===== src/hdl/cwd_pkg.sv =====
/*
  constants for the countdown watchdog: register offsets, field layout,
  reset values, step selection codes and oscillator divider widths.
  assumes a 32.768 khz oscillator and an 8-bit register port.
*/
package cwd_pkg;

  // ----------------------------------------------------------------
  // register offsets
  // ----------------------------------------------------------------
  localparam logic [7:0] ADDR_IRQ_EN_A = 8'h29;  // irq_enable_a_reg
  localparam logic [7:0] ADDR_IRQ_EN_B = 8'h2a;  // irq_enable_b_reg
  localparam logic [7:0] ADDR_WDOG     = 8'h2d;  // watchdog_control_count

  // ----------------------------------------------------------------
  // field layout of watchdog_control_count
  // ----------------------------------------------------------------
  localparam int MODE_BIT  = 7;  // repeat_select
  localparam int CNT_MSB   = 6;  // countdown_value
  localparam int CNT_LSB   = 2;
  localparam int STEP_MSB  = 1;  // step_select
  localparam int STEP_LSB  = 0;
  localparam int CNT_W     = CNT_MSB - CNT_LSB + 1;
  // expiry enable bit inside each irq enable register
  localparam int IRQ_EN_BIT = 0;

  // ----------------------------------------------------------------
  // reset values and count constants
  // ----------------------------------------------------------------
  localparam logic [7:0]       RDATA_RESET = 8'h00;
  localparam logic             MODE_RESET  = 1'b0;
  localparam logic [CNT_W-1:0] CNT_ZERO    = 5'h00;
  localparam logic [CNT_W-1:0] CNT_ONE     = 5'h01;

  // step sizes
  typedef enum logic [1:0] {
    STEP_4S        = 2'h0,
    STEP_1S        = 2'h1,
    STEP_QUARTER   = 2'h2,
    STEP_SIXTEENTH = 2'h3
  } cwd_step_type;

  // ----------------------------------------------------------------
  // oscillator divider: step = 2**bits oscillator edges
  // ----------------------------------------------------------------
  localparam int OSC_HZ        = 32768;
  localparam int DIV_BITS_4S   = $clog2(OSC_HZ * 4);
  localparam int DIV_BITS_1S   = $clog2(OSC_HZ);
  localparam int DIV_BITS_QTR  = $clog2(OSC_HZ / 4);
  localparam int DIV_BITS_16TH = $clog2(OSC_HZ / 16);
  localparam int PRESC_W       = DIV_BITS_4S;

  // interrupt pulse counter: width in bits, pulse length in oscillator edges
  localparam int            PULSE_W     = 4;
  localparam logic [3:0]    PULSE_TICKS = 4'h8;
  localparam logic [3:0]    PULSE_ONE   = 4'h1;
  localparam logic [3:0]    PULSE_ZERO  = 4'h0;

endpackage : cwd_pkg


===== src/hdl/cwd_irq_pin.sv =====
/*
  one interrupt pin driver for the watchdog expiry event.
  assumes expiry and flag come from the same clock domain and that the
  oscillator tick is a one-cycle enable.
*/
`timescale 1ns/1ps
`default_nettype none

module cwd_irq_pin (
  input  wire logic i_sys_clk,
  input  wire logic i_reset_n,
  input  wire logic i_enable,
  input  wire logic i_pulse_mode,
  input  wire logic i_expiry,
  input  wire logic i_flag,
  input  wire logic i_osc_tick,
  output logic      o_irq_n
);

  // ----------------------------------------------------------------
  // pulse stretch and pin register
  // ----------------------------------------------------------------
  logic [cwd_pkg::PULSE_W-1:0] pulse_cnt_q;
  logic                        pulse_act;
  logic                        irq_act;

  assign pulse_act = (pulse_cnt_q != cwd_pkg::PULSE_ZERO);
  // level mode follows the flag; pulse mode ignores it
  assign irq_act   = i_enable & (i_pulse_mode ? (pulse_act | i_expiry) : i_flag);

  // a new expiry restarts the pulse even with the flag still set
  always_ff @(posedge i_sys_clk) begin
    if (!i_reset_n) begin
      pulse_cnt_q <= cwd_pkg::PULSE_ZERO;
      o_irq_n     <= 1'b1;
    end else begin
      if (i_expiry) begin
        pulse_cnt_q <= cwd_pkg::PULSE_TICKS;
      end else if (i_osc_tick && pulse_act) begin
        pulse_cnt_q <= pulse_cnt_q - cwd_pkg::PULSE_ONE;
      end
      o_irq_n <= ~irq_act;
    end
  end

  // ----------------------------------------------------------------
  // checks
  // ----------------------------------------------------------------
  property p_level_tracks_flag;
    @(posedge i_sys_clk) disable iff (!i_reset_n)
      (i_enable && !i_pulse_mode) |=> (o_irq_n == !$past(i_flag));
  endproperty
  a_level_tracks_flag: assert property (p_level_tracks_flag)
    else $error("level irq pin does not follow expiry flag");

  property p_pulse_each_expiry;
    @(posedge i_sys_clk) disable iff (!i_reset_n)
      (i_enable && i_pulse_mode && i_expiry && $stable(i_enable) && $stable(i_pulse_mode))
        |=> !o_irq_n ##1 !o_irq_n;
  endproperty
  a_pulse_each_expiry: assert property (p_pulse_each_expiry)
    else $error("pulse irq pin missed an expiry");

  property p_disabled_quiet;
    @(posedge i_sys_clk) disable iff (!i_reset_n)
      !i_enable |=> o_irq_n;
  endproperty
  a_disabled_quiet: assert property (p_disabled_quiet)
    else $error("disabled irq pin went active");

endmodule : cwd_irq_pin

`default_nettype wire


===== src/hdl/cwd_watchdog.sv =====
/*
  countdown watchdog: 5-bit down counter stepped from the 32.768 khz
  oscillator, single shot or repeat, sticky expiry flag, two irq pins.
  assumes the oscillator arrives as a free-running pin level, a byte
  register port on the system clock, and a one-cycle clear command.
*/
`timescale 1ns/1ps
`default_nettype none

module cwd_watchdog (
  input  wire logic       i_sys_clk,
  input  wire logic       i_reset_n,
  input  wire logic       i_osc_32k,
  input  wire logic [7:0] i_reg_addr,
  input  wire logic       i_reg_wr,
  input  wire logic       i_reg_rd,
  input  wire logic [7:0] i_reg_wdata,
  output logic      [7:0] o_reg_rdata,
  input  wire logic       i_clear_expiry,
  input  wire logic       i_irq_pulse_mode_a,
  input  wire logic       i_irq_pulse_mode_b,
  output logic            o_expiry_flag,
  output logic            o_irq_pin_a_n,
  output logic            o_irq_pin_b_n
);

  // ----------------------------------------------------------------
  // declarations
  // ----------------------------------------------------------------
  localparam logic [cwd_pkg::PRESC_W-1:0] PRESC_ONE = {{(cwd_pkg::PRESC_W-1){1'b0}}, 1'b1};

  logic                            osc_s1_q;
  logic                            osc_s2_q;
  logic                            osc_s3_q;
  logic                            osc_lvl_q;
  logic                            osc_agree;
  logic                            osc_tick;

  logic [cwd_pkg::PRESC_W-1:0]     presc_q;
  logic                            step_due;

  logic                            mode_q;
  cwd_pkg::cwd_step_type           step_q;
  logic [cwd_pkg::CNT_W-1:0]       reload_q;
  logic [cwd_pkg::CNT_W-1:0]       count_q;
  logic                            load_pend_q;
  logic                            load_ack;
  logic                            count_live;
  logic                            expire;
  logic                            flag_q;

  logic                            irq_en_a_q;
  logic                            irq_en_b_q;

  logic                            wr_wdog;
  logic                            wr_en_a;
  logic                            wr_en_b;
  logic                            rd_hit_wdog;
  logic                            rd_hit_en_a;
  logic                            rd_hit_en_b;
  logic [7:0]                      rd_wdog_word;
  logic [7:0]                      rd_en_word_a;
  logic [7:0]                      rd_en_word_b;
  logic [7:0]                      rd_mux;

  // ----------------------------------------------------------------
  // oscillator pin synchroniser
  // ----------------------------------------------------------------
  // three stages; a level change is believed only once stages two and
  // three agree, so a metastable first stage never reaches the counter
  always_ff @(posedge i_sys_clk) begin
    if (!i_reset_n) begin
      osc_s1_q  <= 1'b0;
      osc_s2_q  <= 1'b0;
      osc_s3_q  <= 1'b0;
      osc_lvl_q <= 1'b0;
    end else begin
      osc_s1_q <= i_osc_32k;
      osc_s2_q <= osc_s1_q;
      osc_s3_q <= osc_s2_q;
      if (osc_agree) begin
        osc_lvl_q <= osc_s3_q;
      end
    end
  end

  // one-cycle enable on each accepted rising oscillator edge
  assign osc_agree = (osc_s2_q == osc_s3_q);
  assign osc_tick  = osc_agree & osc_s3_q & ~osc_lvl_q;

  // ----------------------------------------------------------------
  // step prescaler
  // ----------------------------------------------------------------
  // free running so that periods after the first are exact; a load
  // lands at an arbitrary phase, hence the one-step first-period error
  always_ff @(posedge i_sys_clk) begin
    if (!i_reset_n) begin
      presc_q <= '0;
    end else if (osc_tick) begin
      presc_q <= presc_q + PRESC_ONE;
    end
  end

  // step strobe: low divider bits all ones on an oscillator edge
  assign step_due = osc_tick & (
    (step_q == cwd_pkg::STEP_4S)      ? (&presc_q[cwd_pkg::DIV_BITS_4S-1:0])   :
    (step_q == cwd_pkg::STEP_1S)      ? (&presc_q[cwd_pkg::DIV_BITS_1S-1:0])   :
    (step_q == cwd_pkg::STEP_QUARTER) ? (&presc_q[cwd_pkg::DIV_BITS_QTR-1:0])  :
                                        (&presc_q[cwd_pkg::DIV_BITS_16TH-1:0]));

  // ----------------------------------------------------------------
  // register decode
  // ----------------------------------------------------------------
  assign wr_wdog     = i_reg_wr & (i_reg_addr == cwd_pkg::ADDR_WDOG);
  assign wr_en_a     = i_reg_wr & (i_reg_addr == cwd_pkg::ADDR_IRQ_EN_A);
  assign wr_en_b     = i_reg_wr & (i_reg_addr == cwd_pkg::ADDR_IRQ_EN_B);
  assign rd_hit_wdog = (i_reg_addr == cwd_pkg::ADDR_WDOG);
  assign rd_hit_en_a = (i_reg_addr == cwd_pkg::ADDR_IRQ_EN_A);
  assign rd_hit_en_b = (i_reg_addr == cwd_pkg::ADDR_IRQ_EN_B);

  // ----------------------------------------------------------------
  // control fields and load handshake
  // ----------------------------------------------------------------
  // the write is parked in reload_q and a request flag; the counter
  // takes the whole word only on an oscillator edge, never half of it
  always_ff @(posedge i_sys_clk) begin
    if (!i_reset_n) begin
      mode_q      <= cwd_pkg::MODE_RESET;
      step_q      <= cwd_pkg::STEP_4S;
      reload_q    <= cwd_pkg::CNT_ZERO;
      load_pend_q <= 1'b0;
    end else begin
      if (wr_wdog) begin
        mode_q      <= i_reg_wdata[cwd_pkg::MODE_BIT];
        step_q      <= cwd_pkg::cwd_step_type'(i_reg_wdata[cwd_pkg::STEP_MSB:cwd_pkg::STEP_LSB]);
        reload_q    <= i_reg_wdata[cwd_pkg::CNT_MSB:cwd_pkg::CNT_LSB];
        load_pend_q <= 1'b1;
      end else if (load_ack) begin
        load_pend_q <= 1'b0;
      end
    end
  end

  // the handover is acknowledged on the next oscillator edge
  assign load_ack = load_pend_q & osc_tick;

  // ----------------------------------------------------------------
  // countdown
  // ----------------------------------------------------------------
  // a count of zero is stopped: no step, no expiry, no new interrupt
  assign count_live = (count_q != cwd_pkg::CNT_ZERO);
  assign expire     = step_due & ~load_ack & (count_q == cwd_pkg::CNT_ONE);

  // a pending load beats the step in the same cycle, so a mid-period
  // write replaces the running value rather than racing it
  always_ff @(posedge i_sys_clk) begin
    if (!i_reset_n) begin
      count_q <= cwd_pkg::CNT_ZERO;
    end else if (load_ack) begin
      count_q <= reload_q;
    end else if (expire) begin
      count_q <= mode_q ? reload_q : cwd_pkg::CNT_ZERO;
    end else if (step_due && count_live) begin
      count_q <= count_q - cwd_pkg::CNT_ONE;
    end
  end

  // ----------------------------------------------------------------
  // expiry flag
  // ----------------------------------------------------------------
  // an expiry in the clearing cycle wins, so no period end is lost
  always_ff @(posedge i_sys_clk) begin
    if (!i_reset_n) begin
      flag_q <= 1'b0;
    end else begin
      flag_q <= expire | (flag_q & ~i_clear_expiry);
    end
  end

  assign o_expiry_flag = flag_q;

  // ----------------------------------------------------------------
  // interrupt enables
  // ----------------------------------------------------------------
  // only the expiry enable bit is held; other bits belong elsewhere
  always_ff @(posedge i_sys_clk) begin
    if (!i_reset_n) begin
      irq_en_a_q <= 1'b0;
      irq_en_b_q <= 1'b0;
    end else begin
      if (wr_en_a) begin
        irq_en_a_q <= i_reg_wdata[cwd_pkg::IRQ_EN_BIT];
      end
      if (wr_en_b) begin
        irq_en_b_q <= i_reg_wdata[cwd_pkg::IRQ_EN_BIT];
      end
    end
  end

  // ----------------------------------------------------------------
  // read back
  // ----------------------------------------------------------------
  // count field shows the live counter; it keeps running during the
  // read, so software must compare two reads
  assign rd_wdog_word = {mode_q, count_q, step_q};
  assign rd_en_word_a = {7'h00, irq_en_a_q};
  assign rd_en_word_b = {7'h00, irq_en_b_q};
  assign rd_mux = rd_hit_wdog ? rd_wdog_word :
                  rd_hit_en_a ? rd_en_word_a :
                  rd_hit_en_b ? rd_en_word_b : cwd_pkg::RDATA_RESET;

  // read data registered; unmapped offsets return zero
  always_ff @(posedge i_sys_clk) begin
    if (!i_reset_n) begin
      o_reg_rdata <= cwd_pkg::RDATA_RESET;
    end else if (i_reg_rd) begin
      o_reg_rdata <= rd_mux;
    end
  end

  // ----------------------------------------------------------------
  // interrupt pins
  // ----------------------------------------------------------------
  cwd_irq_pin u_irq_a (
    .i_sys_clk    (i_sys_clk),
    .i_reset_n    (i_reset_n),
    .i_enable     (irq_en_a_q),
    .i_pulse_mode (i_irq_pulse_mode_a),
    .i_expiry     (expire),
    .i_flag       (flag_q),
    .i_osc_tick   (osc_tick),
    .o_irq_n      (o_irq_pin_a_n)
  );

  cwd_irq_pin u_irq_b (
    .i_sys_clk    (i_sys_clk),
    .i_reset_n    (i_reset_n),
    .i_enable     (irq_en_b_q),
    .i_pulse_mode (i_irq_pulse_mode_b),
    .i_expiry     (expire),
    .i_flag       (flag_q),
    .i_osc_tick   (osc_tick),
    .o_irq_n      (o_irq_pin_b_n)
  );

  // ----------------------------------------------------------------
  // checks
  // ----------------------------------------------------------------
  property p_decrement;
    @(posedge i_sys_clk) disable iff (!i_reset_n)
      (step_due && !load_ack && count_q > cwd_pkg::CNT_ONE)
        |=> (count_q == $past(count_q) - cwd_pkg::CNT_ONE);
  endproperty
  a_decrement: assert property (p_decrement)
    else $error("counter did not step down by one");

  property p_zero_stays;
    @(posedge i_sys_clk) disable iff (!i_reset_n)
      (!count_live && !load_pend_q && !wr_wdog) |=> (!count_live && !expire);
  endproperty
  a_zero_stays: assert property (p_zero_stays)
    else $error("stopped watchdog moved");

  property p_load_replaces;
    @(posedge i_sys_clk) disable iff (!i_reset_n)
      load_ack |=> (count_q == $past(reload_q));
  endproperty
  a_load_replaces: assert property (p_load_replaces)
    else $error("write did not replace the running count");

  property p_load_bounded;
    @(posedge i_sys_clk) disable iff (!i_reset_n)
      (load_pend_q && osc_tick && !wr_wdog) |=> !load_pend_q;
  endproperty
  a_load_bounded: assert property (p_load_bounded)
    else $error("count load never handed over");

  property p_repeat_reload;
    @(posedge i_sys_clk) disable iff (!i_reset_n)
      (expire && mode_q) |=> (count_q == $past(reload_q)) && flag_q;
  endproperty
  a_repeat_reload: assert property (p_repeat_reload)
    else $error("repeat mode did not reload and flag");

  property p_single_stop;
    @(posedge i_sys_clk) disable iff (!i_reset_n)
      (expire && !mode_q) |=> (count_q == cwd_pkg::CNT_ZERO) && flag_q;
  endproperty
  a_single_stop: assert property (p_single_stop)
    else $error("single shot did not stop at zero with flag");

  property p_flag_sticky;
    @(posedge i_sys_clk) disable iff (!i_reset_n)
      (flag_q && !i_clear_expiry) |=> flag_q;
  endproperty
  a_flag_sticky: assert property (p_flag_sticky)
    else $error("expiry flag dropped without clear");

  property p_read_live;
    @(posedge i_sys_clk) disable iff (!i_reset_n)
      (i_reg_rd && rd_hit_wdog)
        |=> (o_reg_rdata[cwd_pkg::CNT_MSB:cwd_pkg::CNT_LSB] == $past(count_q));
  endproperty
  a_read_live: assert property (p_read_live)
    else $error("read did not return the live count");

  property p_reset_zero;
    @(posedge i_sys_clk)
      !i_reset_n |=> (o_reg_rdata == cwd_pkg::RDATA_RESET) && !flag_q && !mode_q &&
                     (count_q == cwd_pkg::CNT_ZERO) && o_irq_pin_a_n && o_irq_pin_b_n;
  endproperty
  a_reset_zero: assert property (p_reset_zero)
    else $error("reset did not clear the watchdog state");

  property p_clear_drops;
    @(posedge i_sys_clk) disable iff (!i_reset_n)
      (i_clear_expiry && !expire) |=> !flag_q;
  endproperty
  a_clear_drops: assert property (p_clear_drops)
    else $error("clear command left the expiry flag set");

  property p_zero_load_stops;
    @(posedge i_sys_clk) disable iff (!i_reset_n)
      (load_ack && (reload_q == cwd_pkg::CNT_ZERO)) |=> !count_live;
  endproperty
  a_zero_load_stops: assert property (p_zero_load_stops)
    else $error("zero load did not stop the watchdog");

endmodule : cwd_watchdog

`default_nettype wire


===== config.mk =====
export PLATFORM = sky130hd
export DESIGN_NAME = cwd_watchdog
export DESIGN_NICKNAME = d
export VERILOG_FILES = /design/src/hdl/cwd_pkg.sv /design/src/hdl/cwd_irq_pin.sv /design/src/hdl/cwd_watchdog.sv
export SDC_FILE = /design/constraint.sdc
export NUM_CORES = 1
export LEC_CHECK = 0
export ABC_AREA = 1
export BUFFER_PORTS_ARGS = -buffer_cell sky130_fd_sc_hd__buf_4
export CELL_PAD_IN_SITES_DETAIL_PLACEMENT = 0
export CELL_PAD_IN_SITES_GLOBAL_PLACEMENT = 1
export CORE_MARGIN = 5
export CORE_UTILIZATION = 30
export CTS_BUF_LIST = sky130_fd_sc_hd__clkbuf_16
export DETAILED_ROUTE_END_ITERATION = 16
export GPL_TIMING_DRIVEN = 0
export PLACE_DENSITY = 0.62
export RECOVER_POWER = 100
export SLEW_MARGIN = 10
export SYNTH_ARGS = -nofsm -noshare
export SYNTH_HDL_FRONTEND = slang
export SYNTH_SLANG_ARGS = --single-unit

===== constraint.sdc =====
create_clock -name i_sys_clk -period 2.15 [get_ports i_sys_clk]
set_input_delay 0.43 -clock i_sys_clk [delete_from_list [all_inputs] [get_ports i_sys_clk]]
set_output_delay 0.43 -clock i_sys_clk [all_outputs]
set_load 0.005 [all_outputs]

==> impl_results.md <==
* Worst min path class: input port to register
* Tot GR Track Use at 12.7%
* Multi-input logic area at 1470 sq um
* Most used DFF post-synth: dfxtp_1
* Psw at 421 uW
* Reg area at 1130 sq um
* Sequential share of power at 54.3%
* Clock buffer count from CTS at 5
* CTS Hold Bufs at 0
* DRC viols at 0
* Synth unique cells at 36
* Congestion Overflow GR at 0
* Combinational share of power at 5.1%
* Largest net degree at the start of global routing at 17
* Die W at 107 um
* Final WL at 6890 um
* Final setup TNS at 0 ps
* Non-Filler Instances at 555
* F_max at 506 MHz
* Slew Limit Fails at 0
* Post-synth top area share at 39.5%
* Sw Share at 21.7%
* Register bit total from synthesis at 56
* Post-layout total power at 1940 uW
* Design area at 3430 sq um
* Number of global-route vias before repair at 2468
* CP max-delay cell: dfxtp_2
* Initial antenna violation count at 0
* Clk root buf: clkbuf_16
* Post-Route Skew at 8.96 ps
* Placed cell area at 3250 sq um
* CP endpoint kind: register
* Critical Path Start Type: register
* Vias at 2513
* Syn_nets at 413
* Slew headroom at 56.1%
* Clock transition at the registers of the reported paths at 70 ps
* Max-cap violations at 0
* IO Port Bufs at 34
* Syn_area_per_cell at 7.43 sq um
* Power per Cell Area at 564 nW/um^2
* Worst path required time at 2380 ps
* Antenna diodes at 0
* Status: complete, no violations
* Vias per cell at 4.53
* Max clock buf depth at 2
* Core Area at 9240 sq um
* Most frequent cell after synthesis: nand2_1
* Area leader, netlist: dfxtp_1
* Fin crit share at 91.9%
* Post-synthesis async set-or-reset flop share at 0%
* I/O Pins at 35
* Crit path time final at 1980 ps
* Worst-Margin Slew at 659 ps
* Maximum fanout along the worst path at 10
* Share of post-route cells with drive strength above 1 at 21.8%
* Detail Placement HPWL at 5200 um
* Placed cells at 545
* 1st-pass router iterations at 4
* Endpoints failing setup at 0
* Fin nets at 456
* Iter 0 DRT Violations at 99
* Worst path arrival time at 2210 ps
* Top cells by count, synth: nand2_1, dfxtp_1, inv_1, a21oi_1, nand3_1
* Pleak at 0.00134 uW
* # fillers at 1005
* EDFF count, synth at 0
* Synthesis Warnings at 0
* Die height at 107 um
* Die area at 11500 sq um
* CTS H-tree lvls at 2
* Crit-path max cell delay at 370 ps
* Critical path, cell by cell: ha_4, nand3_2, nor2_4, nand2_2, nor2_1, ha_2, o21ai_2, nor2_4, nand4_4, buf_6, o21ai_2, nand2_1, a21oi_2
* GPL Wtd Cong at 0.776
* Avg WL per Cell at 12.4 um
* Pint at 1520 uW
* Antenna viol nets, final at 0
* First-pass GRT wire length at 11900 um
* Max VDD drop at 0.000286 V
* CP Class: register to register
* Seq/Total Area, Yosys at 39.5%
* Top post-synthesis cells by area: dfxtp_1, nand2_1, a21oi_1, inv_1, nand3_1
* Final Hold Vio Count at 0
* Clk_lat worst skew at 290 ps
* CTS tree: yes
* Starting Density at 30.7%
* Synth Instances at 382
* Clk sinks at 56
* Area Overhead vs Synth at 21.0%
* # rows at 35
* Clock share of power at 40.7%
* Post-synthesis cell area at 2840 sq um
## per-layer routing
metal / GRT usage (%) / wire (um)
met4: 3.01 / 59
met1: 18.3 / 3490
met2: 19.4 / 2990
met5: 0 / 0
met3: 2.70 / 349
## registers in the layout, indices dropped and copies added, names as in the netlist
signal / flops
o_reg_rdata: 8
count_q: 5
mode_q: 1
reload_q: 5
presc_q: 17
u_irq_a.pulse_cnt_q: 4
osc_s1_q: 1
u_irq_a.o_irq_n: 1
load_pend_q: 1
u_irq_b.pulse_cnt_q: 4
u_irq_b.o_irq_n: 1
osc_s3_q: 1
osc_s2_q: 1
irq_en_b_q: 1
o_expiry_flag: 1
irq_en_a_q: 1
step_q: 2
osc_lvl_q: 1
## stage by stage
stage	hold WS [ps]	utilization (%)	worst slack, ps
after detailed placement	403	35.2	-46.0
after global placement	396	35.2	-43.3
after CTS	315	36.9	18.3
after floorplan	390	-	204
after global routing	337	37.2	-12.5
final	320	37.2	173
## worst max-delay path: cells and delay by family (launching register included)
kind            cells  cell delay (ps)
simple gates        7              740
fa+ha+maj           2              340
buf+inv             1              170
flops               1              370
compound gates      3              290
## power groups by stage
stage | combinational [uW] | sequential, uW | clock [uW]
floorplan | 39.0 | 1080 | 0
global placement | 103 | 1080 | 0
finish | 98.2 | 1050 | 788
global route | 112 | 1050 | 852
CTS | 105 | 1050 | 821
detailed placement | 104 | 1080 | 0
## cell type report
cell class              count  share of cell area (%)
plain buffers              11                    1.71
clock buffers               5                    3.64
clock inverters             3                   0.437
inverters                  56                    6.12
multi-input cells         259                    42.7
flip-flops and latches     56                    32.9
well taps                 129                    4.70
repair buffers             36                    7.76
## placed cells by master (no fill, tap or decap), types with 3 or more instances in the layout
master,Yosys,routed
a21oi_1,41,41
buf_4,0,23
clkbuf_1,6,8
clkbuf_16,0,5
clkbuf_4,0,12
dfxtp_1,56,51
dfxtp_2,0,4
ha_1,7,5
inv_1,51,52
inv_2,5,5
nand2_1,65,63
nand2_2,6,8
nand2_4,3,3
nand3_1,29,28
nand3_2,3,4
nor2_1,28,28
nor2_4,7,9
nor3_1,12,12
o21ai_0,25,25
xor2_1,4,4
## final timing paths
kind | slack [ps] | to | startpoint | depth (start not counted)
worst max-delay path | 170 | count_q[2] | presc_q[1] | 13
worst min-delay path | 320 | osc_s1_q | i_osc_32k | 3
worst max register to register | 170 | count_q[2] | presc_q[1] | 13
worst min register to register | 410 | osc_s2_q | osc_s1_q | 2
## what timing repair did
item                                    4_1_cts  5_1_grt
endpoints found under the setup margin       10       13
gates resized for setup                       4       11
buffers inserted                              0        2
pin swaps                                     0        3
## cells by family after synthesis
group           count (synthesis)  share of synthesized area [%]
xor+xnor                        6                           1.85
simple gates                  168                           30.9
fa+ha+maj                       7                           3.09
compound gates                 78                           14.8
flops                          56                           39.5
buf+inv                        67                           9.83
(Power assumes the default switching activity.)
